$ cat src/rtl/fccr_pkg.sv
// Constants, field layouts and decode helpers for the front-end channel control registers.
// Assumes a 16-bit register port with word offsets; used by the register and bank design files of the block.
package fccr_pkg;

   localparam int DATA_W = 16;
   localparam int NUM_CH = 8;
   localparam int NUM_REGS = 6;

   localparam logic [15:0] RESET_VALUE = 16'h0000;

   // Register order in the bank: power, doppler, phase 1-4, phase 5-8, gain, filter.
   localparam logic [7:0] OFS_POWER = 8'h35;
   localparam logic [7:0] OFS_DOPPLER = 8'h36;
   localparam logic [7:0] OFS_PHASE_LO = 8'h37;
   localparam logic [7:0] OFS_PHASE_HI = 8'h38;
   localparam logic [7:0] OFS_GAIN = 8'h39;
   localparam logic [7:0] OFS_FILTER = 8'h3b;

   // Writable bits; reserved bits are not stored and read back as zero.
   localparam logic [15:0] MASK_POWER = 16'hfcff;
   localparam logic [15:0] MASK_DOPPLER = 16'h0f7f;
   localparam logic [15:0] MASK_FULL = 16'hffff;
   localparam logic [15:0] MASK_FILTER = 16'h03fc;

   localparam logic [7:0] REG_OFS [NUM_REGS] = '{OFS_POWER, OFS_DOPPLER, OFS_PHASE_LO,
      OFS_PHASE_HI, OFS_GAIN, OFS_FILTER};
   localparam logic [15:0] REG_MASK [NUM_REGS] = '{MASK_POWER, MASK_DOPPLER, MASK_FULL,
      MASK_FULL, MASK_FULL, MASK_FILTER};

   localparam int POS_CH_PD = 0;
   localparam int POS_PWR_MODE = 10;
   localparam int POS_ATT_OFF = 12;
   localparam int POS_FRONT_OFF = 13;
   localparam int POS_FAST_WAKE = 14;
   localparam int POS_DEEP = 15;

   localparam int POS_SUM_FB = 0;
   localparam int POS_FAST_CLK = 5;
   localparam int POS_BASE_CLK = 6;
   localparam int POS_PATH_SEL = 8;
   localparam int POS_SUM_DIS_N = 9;
   localparam int POS_CLK_MULT = 10;

   localparam int POS_HPF = 2;
   localparam int POS_ATT_STEPS = 4;
   localparam int POS_ATT_EN = 7;
   localparam int POS_SUM_TEST_N = 8;
   localparam int POS_GA_TEST = 9;

   localparam logic [5:0] ATT_STEP_DB = 6'h06;

   typedef enum logic [1:0] {PWR_LOW_POWER, PWR_LOW_NOISE, PWR_MEDIUM, PWR_RESERVED}
      fccr_power_mode_t;
   typedef enum logic [1:0] {MULT_16X, MULT_8X, MULT_4X, MULT_1X} fccr_clk_mult_t;
   typedef enum logic [1:0] {GAIN_18DB, GAIN_24DB, GAIN_12DB, GAIN_RESERVED} fccr_gain_t;

   function automatic logic [4:0] clk_ratio(input logic [1:0] code);
      logic [4:0] r;
      r = 5'h10;
      case (fccr_clk_mult_t'(code))
         MULT_16X: r = 5'h10;
         MULT_8X: r = 5'h08;
         MULT_4X: r = 5'h04;
         default: r = 5'h01;
      endcase
      return r;
   endfunction

   function automatic logic [5:0] atten_db(input logic [2:0] steps, input logic en);
      return en ? 6'({3'h0, steps} * ATT_STEP_DB) : 6'h00;
   endfunction

endpackage

$ cat src/rtl/fccr_reg16.sv
// One 16-bit control register with a mask of writable bits.
// Assumes a one-cycle write enable from the bank's address decode.
`timescale 1ns/1ps
`default_nettype none
module fccr_reg16 #(
   parameter logic [15:0] MASK = 16'hffff
) (
   input wire logic clock,
   input wire logic rst_b,
   input wire logic wr_en,
   input wire logic [15:0] wdata,
   output var logic [15:0] q
);
   logic [15:0] q_d;

   // Unwritable bits are forced to zero so that reserved bits can never hold a one.
   assign q_d = wr_en ? (wdata & MASK) : q;

   always_ff @(posedge clock or negedge rst_b) begin
      if (!rst_b) begin
         q <= fccr_pkg::RESET_VALUE;
      end else begin
         q <= q_d;
      end
   end
endmodule
`default_nettype wire

$ cat src/rtl/fccr_chan_ctrl.sv
// Per-channel power and gain decode for one receive channel.
// Assumes all inputs come straight from register flops, so outputs settle within the cycle.
`timescale 1ns/1ps
`default_nettype none
module fccr_chan_ctrl (
   input wire logic ch_off,
   input wire logic doppler_sel,
   input wire logic atten_off,
   input wire logic front_off,
   input wire logic fast_wake,
   input wire logic deep,
   input wire logic indiv_en,
   input wire logic [1:0] ch_gain,
   input wire logic [1:0] glob_gain,
   output logic lna_on,
   output logic atten_on,
   output logic mixer_on,
   output logic [1:0] gain
);
   logic vca_sleep;

   // Either sleep level stops the amplifier chain; deep sleep dominates at the top level.
   assign vca_sleep = fast_wake | deep;

   // The amplifier runs on both paths, so a channel power-down always stops it.
   assign lna_on = !ch_off && !front_off && !vca_sleep;

   // Attenuator and gain stage keep running on the Doppler path unless switched off.
   assign atten_on = !ch_off && !atten_off && !vca_sleep;

   assign mixer_on = doppler_sel && !ch_off;

   assign gain = indiv_en ? ch_gain : glob_gain;
endmodule
`default_nettype wire

$ cat src/rtl/fccr_regs.sv
// Control register bank for the eight-channel receive front end, with control decode.
// Assumes a plain register port: one-cycle strobes, read data valid only the cycle after.
`timescale 1ns/1ps
`default_nettype none
module fccr_regs #(
   parameter int ADDR_W = 8,
   parameter int NUM_CH = fccr_pkg::NUM_CH
) (
   input wire logic clock,
   input wire logic rst_b,
   input wire logic [ADDR_W-1:0] reg_addr,
   input wire logic [15:0] reg_wdata,
   input wire logic reg_write,
   input wire logic reg_read,
   output logic [15:0] reg_rdata,
   input wire logic per_channel_gain_enable,
   input wire logic [1:0] global_gain_code,
   input wire logic imaging_test_mode,
   output logic [NUM_CH-1:0] lna_on,
   output logic [NUM_CH-1:0] atten_gainamp_on,
   output logic [NUM_CH-1:0] mixer_on,
   output logic [2*NUM_CH-1:0] channel_gain_code,
   output logic [4*NUM_CH-1:0] mixer_phase_code,
   output logic [1:0] power_noise_tradeoff,
   output logic fast_wake_sleep,
   output logic deep_sleep,
   output logic doppler_path_on,
   output logic [4:0] summer_feedback_select,
   output logic fast_doppler_clock_cmos,
   output logic base_doppler_clock_diff,
   output logic [4:0] doppler_clock_ratio,
   output logic summer_on,
   output logic [1:0] input_highpass_corner,
   output logic [5:0] digital_atten_db,
   output logic gainamp_to_doppler_out
);

   // Field packing is fixed at eight channels, and offsets need at least six address bits.
   if (NUM_CH != 8) begin : g_bad_ch
      $error("fccr_regs supports exactly eight channels");
   end
   if (ADDR_W < 6) begin : g_bad_addr
      $error("fccr_regs needs an address of at least six bits");
   end

   logic [15:0] reg_q [fccr_pkg::NUM_REGS];
   logic [fccr_pkg::NUM_REGS-1:0] hit;
   logic [15:0] rd_sel;
   logic [15:0] rdata_q;
   logic [15:0] rdata_d;
   logic [15:0] pwr;
   logic [15:0] dop;
   logic [15:0] gsel;
   logic [15:0] filt;

   // Address match against each printed offset; upper address bits must be zero.
   for (genvar i = 0; i < fccr_pkg::NUM_REGS; i++) begin : g_reg
      assign hit[i] = (reg_addr == ADDR_W'(fccr_pkg::REG_OFS[i]));

      fccr_reg16 #(
         .MASK(fccr_pkg::REG_MASK[i])
      ) u_reg (
         .clock(clock),
         .rst_b(rst_b),
         .wr_en(reg_write && hit[i]),
         .wdata(reg_wdata),
         .q(reg_q[i])
      );
   end

   assign pwr = reg_q[0];
   assign dop = reg_q[1];
   assign gsel = reg_q[4];
   assign filt = reg_q[5];

   // Unmapped addresses read as zero; writes to them are dropped.
   always_comb begin
      if (hit[0]) begin
         rd_sel = reg_q[0];
      end else if (hit[1]) begin
         rd_sel = reg_q[1];
      end else if (hit[2]) begin
         rd_sel = reg_q[2];
      end else if (hit[3]) begin
         rd_sel = reg_q[3];
      end else if (hit[4]) begin
         rd_sel = reg_q[4];
      end else if (hit[5]) begin
         rd_sel = reg_q[5];
      end else begin
         rd_sel = 16'h0000;
      end
   end

   // Read data is held at zero outside the answer cycle so stale values never linger.
   assign rdata_d = reg_read ? rd_sel : 16'h0000;

   always_ff @(posedge clock or negedge rst_b) begin
      if (!rst_b) begin
         rdata_q <= 16'h0000;
      end else begin
         rdata_q <= rdata_d;
      end
   end

   assign reg_rdata = rdata_q;

   // Global power and mode decode.
   assign power_noise_tradeoff = pwr[fccr_pkg::POS_PWR_MODE +: 2];
   assign deep_sleep = pwr[fccr_pkg::POS_DEEP];
   assign fast_wake_sleep = pwr[fccr_pkg::POS_FAST_WAKE] && !pwr[fccr_pkg::POS_DEEP];

   for (genvar c = 0; c < NUM_CH; c++) begin : g_ch
      fccr_chan_ctrl u_ch (
         .ch_off(pwr[fccr_pkg::POS_CH_PD + c]),
         .doppler_sel(doppler_path_on),
         .atten_off(pwr[fccr_pkg::POS_ATT_OFF]),
         .front_off(pwr[fccr_pkg::POS_FRONT_OFF]),
         .fast_wake(fast_wake_sleep),
         .deep(deep_sleep),
         .indiv_en(per_channel_gain_enable),
         .ch_gain(gsel[2*c +: 2]),
         .glob_gain(global_gain_code),
         .lna_on(lna_on[c]),
         .atten_on(atten_gainamp_on[c]),
         .mixer_on(mixer_on[c]),
         .gain(channel_gain_code[2*c +: 2])
      );
   end

   assign mixer_phase_code = {reg_q[3], reg_q[2]};

   // Doppler path configuration.
   assign summer_feedback_select = dop[fccr_pkg::POS_SUM_FB +: 5];
   assign fast_doppler_clock_cmos = dop[fccr_pkg::POS_FAST_CLK];
   assign base_doppler_clock_diff = dop[fccr_pkg::POS_BASE_CLK];
   assign doppler_path_on = dop[fccr_pkg::POS_PATH_SEL];
   assign doppler_clock_ratio = fccr_pkg::clk_ratio(dop[fccr_pkg::POS_CLK_MULT +: 2]);

   // The summer obeys its Doppler enable on that path, and its test power bit only in
   // the imaging test mode; otherwise it is off to save power on the imaging path.
   assign summer_on = doppler_path_on ? !dop[fccr_pkg::POS_SUM_DIS_N]
      : (imaging_test_mode && filt[fccr_pkg::POS_SUM_TEST_N]);

   // Filter, attenuation and test routing.
   assign input_highpass_corner = filt[fccr_pkg::POS_HPF +: 2];
   assign digital_atten_db = fccr_pkg::atten_db(filt[fccr_pkg::POS_ATT_STEPS +: 3],
      filt[fccr_pkg::POS_ATT_EN]);
   assign gainamp_to_doppler_out = filt[fccr_pkg::POS_GA_TEST];

   logic wr_pwr;
   logic wr_dop;
   logic wr_filt;
   logic any_hit;
   assign wr_pwr = reg_write && hit[0];
   assign wr_dop = reg_write && hit[1];
   assign wr_filt = reg_write && hit[5];
   assign any_hit = |hit;
endmodule
`default_nettype wire

$ cat config.mk
export PLATFORM = sky130hd
export DESIGN_NAME = fccr_regs
export DESIGN_NICKNAME = d
export VERILOG_FILES = /design/src/rtl/fccr_pkg.sv /design/src/rtl/fccr_reg16.sv /design/src/rtl/fccr_chan_ctrl.sv /design/src/rtl/fccr_regs.sv
export SDC_FILE = /design/constraint.sdc
export NUM_CORES = 1
export LEC_CHECK = 0
export CAP_MARGIN = 20
export CORE_ASPECT_RATIO = 0.5
export CORE_MARGIN = 3
export CORE_UTILIZATION = 34
export CTS_CLUSTER_SIZE = 20
export DETAILED_ROUTE_END_ITERATION = 10
export DONT_BUFFER_PORTS = 1
export GPL_TIMING_DRIVEN = 0
export MAX_ROUTING_LAYER = met4
export PLACE_DENSITY = 0.53
export SYNTH_ARGS = -nofsm -noshare
export SYNTH_HDL_FRONTEND = slang
export SYNTH_SLANG_ARGS = --single-unit
$ cat constraint.sdc
create_clock -name clock -period 4.6 [get_ports clock]
set_input_delay 1.15 -clock clock [delete_from_list [all_inputs] [get_ports clock]]
set_output_delay 1.15 -clock clock [all_outputs]
set_load 0.03 [all_outputs]
==> results of run 1 <==
[synth_stat cells, types with 2 or more instances]
cell	number
o211ai_1	3
a21oi_1	12
and3_1	4
o21a_1	4
nand2_1	46
o221a_2	4
buf_4	39
nand3_1	18
nor2_4	2
mux2_4	20
or3_1	2
mux2i_1	6
nor2_1	27
ha_1	3
dfrtp_1	97
buf_8	2
a21boi_0	2
a22oi_1	5
nor2_2	2
o22a_1	7
and2_1	6
nor2b_1	14
buf_6	5
buf_2	5
nand2_4	3
o21ai_0	12
a22o_1	4
nand2b_1	6
clkbuf_1	12
o221ai_1	3
inv_1	3
mux2_2	66
a221o_1	2
[cell type report]
cell class                 count  area share
buffer                        63      0.0759
clock buffer                  11      0.0393
clock inverter                 5      0.0216
inverter                       3     0.00190
multi-input combinational    306       0.409
sequential                    97       0.410
tap                          198      0.0419
[per-stage QoR]
stage	hold WS, ns	power [W]	std cells
6_report	0.494	0.00216	683
5_1_grt	0.477	0.00224	683
4_1_cts	0.488	0.00218	683
3_5_place_dp	0.524	0.00127	667
3_3_place_gp	0.512	0.00126	667
2_1_floorplan	0.497	0.00121	469
[worst paths after layout]
kind,endpoint,cells past startpoint,from,slack [ns]
setup reg to reg,reg_rdata[9],4,g_reg[5].u_reg.q[9],3.22
max in group asynchronous,g_reg[2].u_reg.q[13],0,rst_b,3.96
hold / removal,g_reg[5].u_reg.q[4],0,rst_b,0.49
hold reg to reg,g_reg[4].u_reg.q[3],1,g_reg[4].u_reg.q[3],0.54
min in group clock,g_reg[4].u_reg.q[3],1,g_reg[4].u_reg.q[3],0.54
setup / recovery,channel_gain_code[12],4,per_channel_gain_enable,0.98
[flip-flops by register name (all words and copies together), names as in the netlist]
register and flops:
reg_rdata 16, g.u_reg.q 81
[logic make-up after synthesis]
family                     count (synthesis)
muxes                                     93
adders and majority gates                  4
and+or+nand+nor                          142
xor gates and xnor gates                   1
AOI/OAI and AO/OA                         64
buffers and inverters                     66
other                                      1
DFF                                       97
[metal layers]
layer  vias to the layer above  track usage
li1                       1626            -
met3                        12       0.0696
met4                         0       0.0393
met1                      1922        0.243
met5                         -            -
met2                        99        0.293
[power by group through the flow]
stage | registers [W] | clock network, W | logic, W
global route | 0.000967 | 0.000963 | 0.000309
finish | 0.000961 | 0.000916 | 0.000288
detailed placement | 0.000979 | 0 | 0.000289
floorplan | 0.000962 | 0 | 0.000252
CTS | 0.000962 | 0.000925 | 0.000290
global placement | 0.000978 | 0 | 0.000286
==> results.yml, run 1 <==
status:
  status: "completed"
detailed_routing:
  drc: 0
  wl_per_cell_um: 23.2
  wl_met2_mm: 7.32
  wl_met1_mm: 7.05
  viasPerCell: 5.36
  first_iter_violations: 229
  dr_wl_met3_mm: 1.32
  drtAntennaViolNets: 0
  firstDrtPassIters: 4
  routed.top_layer: "met4"
  routed_wl_mm: 15.8
  vias: 3659
synth:
  synth.area.mux_share: 0.210
  synth_top_family_by_area: "multiplexers"
  synth-xor-area-share: 0.00165
  synthAdderAreaFrac: 0.0109
  synth.avg_cell_area_um2: 11.3
  seq_area_frac_synth: 0.458
  syn_area_um2: 5300
  syn-instance-count: 468
  synthDistinctLibCells: 55
  async_reset_ff_frac: 1.00
  ys.warnings.count: 0
  synth_top_cell_area_share: 0.458
  synth_edf_count: 0
  synth-seq-cells: 97
  synth-simple-area-share: 0.144
  synthFlopType: "dfrtp_1"
  synthTopCellsByArea: "dfrtp_1, mux2_2, mux2_4"
  synth_compound_area_frac: 0.0878
  synth_area_leader_cell: "dfrtp_1"
clock_network:
  cts.sinks: 97
  cts_buffers: 9
  cts_resized: 0
  clk-insertion-delay-late_ns: 0.35
  cts_tree: "yes"
  cts_root_buffer: "clkbuf_16"
  hold_buffers: 0
  clk_pin_slew_ns: 0.07
  htreeDepth: 3
  post-cts-setup-buffers: 0
  cts_buffer_depth: 2
sta:
  tightest_slew_ns: 0.887
  slew_headroom: 0.406
  max_freq_mhz: 276
  setup_viol: 0
  timing.final.crit_share: 0.787
  finalWorstSetupSlack_ns: 0.981
  fin_skew_ns: 0.00451
  layout_min_cycle_time_ns: 3.62
  hold_viol: 0
  setup_tns_ns: 0
  rsz0062_at_grt: "no"
  final_max_slew_viol_count: 0
finish:
  syn_to_final_growth_pct: 11.5
  multi_input_area_um2: 2420
  regArea_um2: 2430
  num-fill-cells: 1441
  layout_commonest_cell: "dfrtp_1"
  drive_above_1_share: 0.351
  nets: 516
  design_area_um2: 5910
  final_cell_mix: "dfrtp_1, mux2_2, nand2_1"
  diodes: 0
  final_util: 0.398
global_routing:
  overflow: 0
  grt_first_pass_wirelength_mm: 23.6
  grt_pass1_vias: 3740
  grt_antenna_before_repair: 0
  grt_start_max_net_pins: 98
  track_usage: 0.191
floorplanning:
  die_w_um: 183
  initial_core_util: 0.357
  core-area_um2: 14900
  die_h_um: 94.3
  die_area_um2: 17200
  num_rows: 31
  num_io_pins: 147
placed_design:
  postPlaceCellArea_um2: 5550
  dp_hpwl_mm: 11.6
  place_ws_ns: 0.961
  place_congestion: 0.833
  port-buffer-count: 0
job:
  drv_cap: 0
power_and_ir_drop:
  clkPwrFrac: 0.423
  ir_worst_vdd_mv: 0.172
  pwr-share-comb: 0.133
  leakage_nw: 2.87
  p_switching_w: 0.000585
  p_int_w: 0.00158
  switching_share: 0.270
  sequentialPowerShare: 0.444
  power.density_nw_per_um2: 366
worst_setup_path:
  crit_family: "buffers and inverters"
  worstPathRequired_ns: 3.45
  path_cells: "clkbuf_1 > nand2b_1 > clkbuf_1 > nand2_1"
  path_common_cell: "clkbuf_1"
  crit_path_end_kind: "output port"
  criticalPathCategory: "in2out"
  path_max_fanout: 9
  path_buf_inv: 2
  cp-start-kind: "primary input"
  max_stage_delay_ns: 0.45
  cpMaxStageDelayCell: "clkbuf_1"
  critical_path_arrival_ns: 2.47
worst_hold_path:
  hold_path_class: "in2async"
Note: power is estimated with default switching activity, not from simulation.
==> run 2: changes to the inputs <==
--- a/config.mk
+++ b/config.mk
@@ -14,7 +14,7 @@
 export DONT_BUFFER_PORTS = 1
 export GPL_TIMING_DRIVEN = 0
 export MAX_ROUTING_LAYER = met4
-export PLACE_DENSITY = 0.53
+export PLACE_DENSITY = 0.55
 export SYNTH_ARGS = -nofsm -noshare
 export SYNTH_HDL_FRONTEND = slang
 export SYNTH_SLANG_ARGS = --single-unit
==> constraint.sdc (replaced) <==
create_clock -name clock -period 3.2 [get_ports clock]
set_input_delay 0.8 -clock clock [delete_from_list [all_inputs] [get_ports clock]]
set_output_delay 0.8 -clock clock [all_outputs]
set_load 0.03 [all_outputs]
==> run 2 against run 1 <==
Effect of this change:
- cell area decreased by 1.1%
- sequential cell count unchanged
- hold slack got worse by 0.35 ns
- critical endpoint is now channel_gain_code[10]
- largest power group unchanged
==> results.yml, run 2 (synthesis results as in run 1) <==
worst_setup_path:
  path_common_cell: "clkbuf_1"
  max_stage_delay_ns: 0.45
  crit_path_end_kind: "output port"
  path_cells: "clkbuf_1 > nand2b_1 > clkbuf_1 > nand2_1"
  path_buf_inv: 2
  cpMaxStageDelayCell: "clkbuf_1"
  reg2reg_depth: 4
  cp-start-kind: "primary input"
  worstPathRequired_ns: 2.40
  criticalPathCategory: "in2out"
  path_max_fanout: 9
  critical_path_arrival_ns: 2.16
  cp.depth: 4
  crit_family: "buffers and inverters"
detailed_routing:
  drc: 0
  wl_per_cell_um: 23.2
  routed.top_layer: "met4"
  drtAntennaViolNets: 0
  firstDrtPassIters: 5
  routed_wl_mm: 15.9
  viasPerCell: 5.32
  wl_met2_mm: 7.57
  wl_met1_mm: 6.85
  dr_wl_met3_mm: 1.19
  first_iter_violations: 245
  vias: 3631
sta:
  setup_viol: 0
  timing.final.crit_share: 0.924
  setup_tns_ns: 0
  tightest_slew_ns: 0.905
  hold_viol: 0
  slew_headroom: 0.393
  fin_skew_ns: 0.00612
  max_freq_mhz: 338
  layout_min_cycle_time_ns: 2.96
  finalWorstSetupSlack_ns: 0.244
  rsz0062_at_grt: "no"
  final_max_slew_viol_count: 0
global_routing:
  grt_pass1_vias: 3532
  grt_start_max_net_pins: 98
  grt_antenna_before_repair: 0
  track_usage: 0.188
  overflow: 0
  grt_first_pass_wirelength_mm: 23.2
clock_network:
  cts_root_buffer: "clkbuf_16"
  cts_buffer_depth: 2
  clk-insertion-delay-late_ns: 0.35
  cts_tree: "yes"
  cts_resized: 0
  cts.sinks: 97
  hold_buffers: 0
  htreeDepth: 3
  clk_pin_slew_ns: 0.07
  post-cts-setup-buffers: 0
  cts_buffers: 9
finish:
  largest_reg_flops: 81
  num-fill-cells: 1458
  final_cell_mix: "dfrtp_1, mux2_2, nand2_1"
  drive_above_1_share: 0.353
  layout_commonest_cell: "dfrtp_1"
  nets: 516
  syn_to_final_growth_pct: 10.3
  diodes: 0
  regMostFlops: "g.u_reg.q"
  regArea_um2: 2430
  multi_input_area_um2: 2420
floorplanning:
  die_h_um: 94.3
  initial_core_util: 0.357
  num_io_pins: 147
  die_w_um: 183
  core-area_um2: 14900
  die_area_um2: 17200
  num_rows: 31
power_and_ir_drop:
  ir_worst_vdd_mv: 0.242
  p_switching_w: 0.000860
  p_int_w: 0.00204
  leakage_nw: 2.84
  power.density_nw_per_um2: 495
  pwr-share-comb: 0.143
  switching_share: 0.297
  sequentialPowerShare: 0.477
  clkPwrFrac: 0.380
job:
  drv_cap: 0
worst_hold_path:
  hold_path_class: "in2async"
placed_design:
  place_ws_ns: 0.264
  dp_hpwl_mm: 11.6
  place_congestion: 0.863
  port-buffer-count: 0
status:
  status: "completed"
-- run 2: worst paths after layout --
check                                        start                    end  slack [ns]
max                        per_channel_gain_enable  channel_gain_code[10]        0.24
min                                          rst_b    g_reg[5].u_reg.q[3]        0.14
max reg2reg                    g_reg[5].u_reg.q[9]           reg_rdata[9]        1.82
min reg2reg                    g_reg[4].u_reg.q[4]    g_reg[4].u_reg.q[4]        0.54
max in group asynchronous                    rst_b   g_reg[4].u_reg.q[14]        2.89
min in group clock             g_reg[4].u_reg.q[4]    g_reg[4].u_reg.q[4]        0.54
-- run 2: per-stage QoR --
step                 util  instance area (um^2)  total power, W  hold slack, ns  instances
global placement    0.374                  5550         0.00182           0.508        667
global route        0.394                  5850         0.00301           0.122        683
floorplan               -                  5310         0.00174           0.497        469
finish              0.394                  5850         0.00290           0.140        683
detailed placement  0.374                  5550         0.00182           0.508        667
CTS                 0.394                  5850         0.00293           0.127        683
-- run 2: per-layer routing --
metal / up-vias / GRT usage
met2: 101 / 0.285
met4: 0 / 0.0519
met1: 1882 / 0.240
li1: 1630 / -
met5: - / -
met3: 18 / 0.0669
-- run 2: power by group through the flow --
stage          combinational, W  sequential, W  clock (W)
3_3_place_gp           0.000412        0.00141          0
2_1_floorplan          0.000362        0.00138          0
5_1_grt                0.000441        0.00139    0.00118
4_1_cts                0.000417        0.00138    0.00113
6_report               0.000414        0.00138    0.00110
3_5_place_dp           0.000417        0.00141          0
-- run 2: area by class of cell --
| cell class | instances | area share |
|---|---|---|
| clock buffers | 10 | 0.0391 |
| multi-input cells | 306 | 0.413 |
| plain buffers | 63 | 0.0768 |
| flip-flops and latches | 97 | 0.415 |
| clock inverters | 6 | 0.0115 |
| well taps | 198 | 0.0423 |
| inverters | 3 | 0.00192 |
-- run 2: worst register-to-register path, stage by stage, from the launching register on --
cell     delay [ns]
dfrtp_1        0.50
mux2_2         0.32
a22oi_1        0.16
o22ai_1        0.09
and3_1         0.20
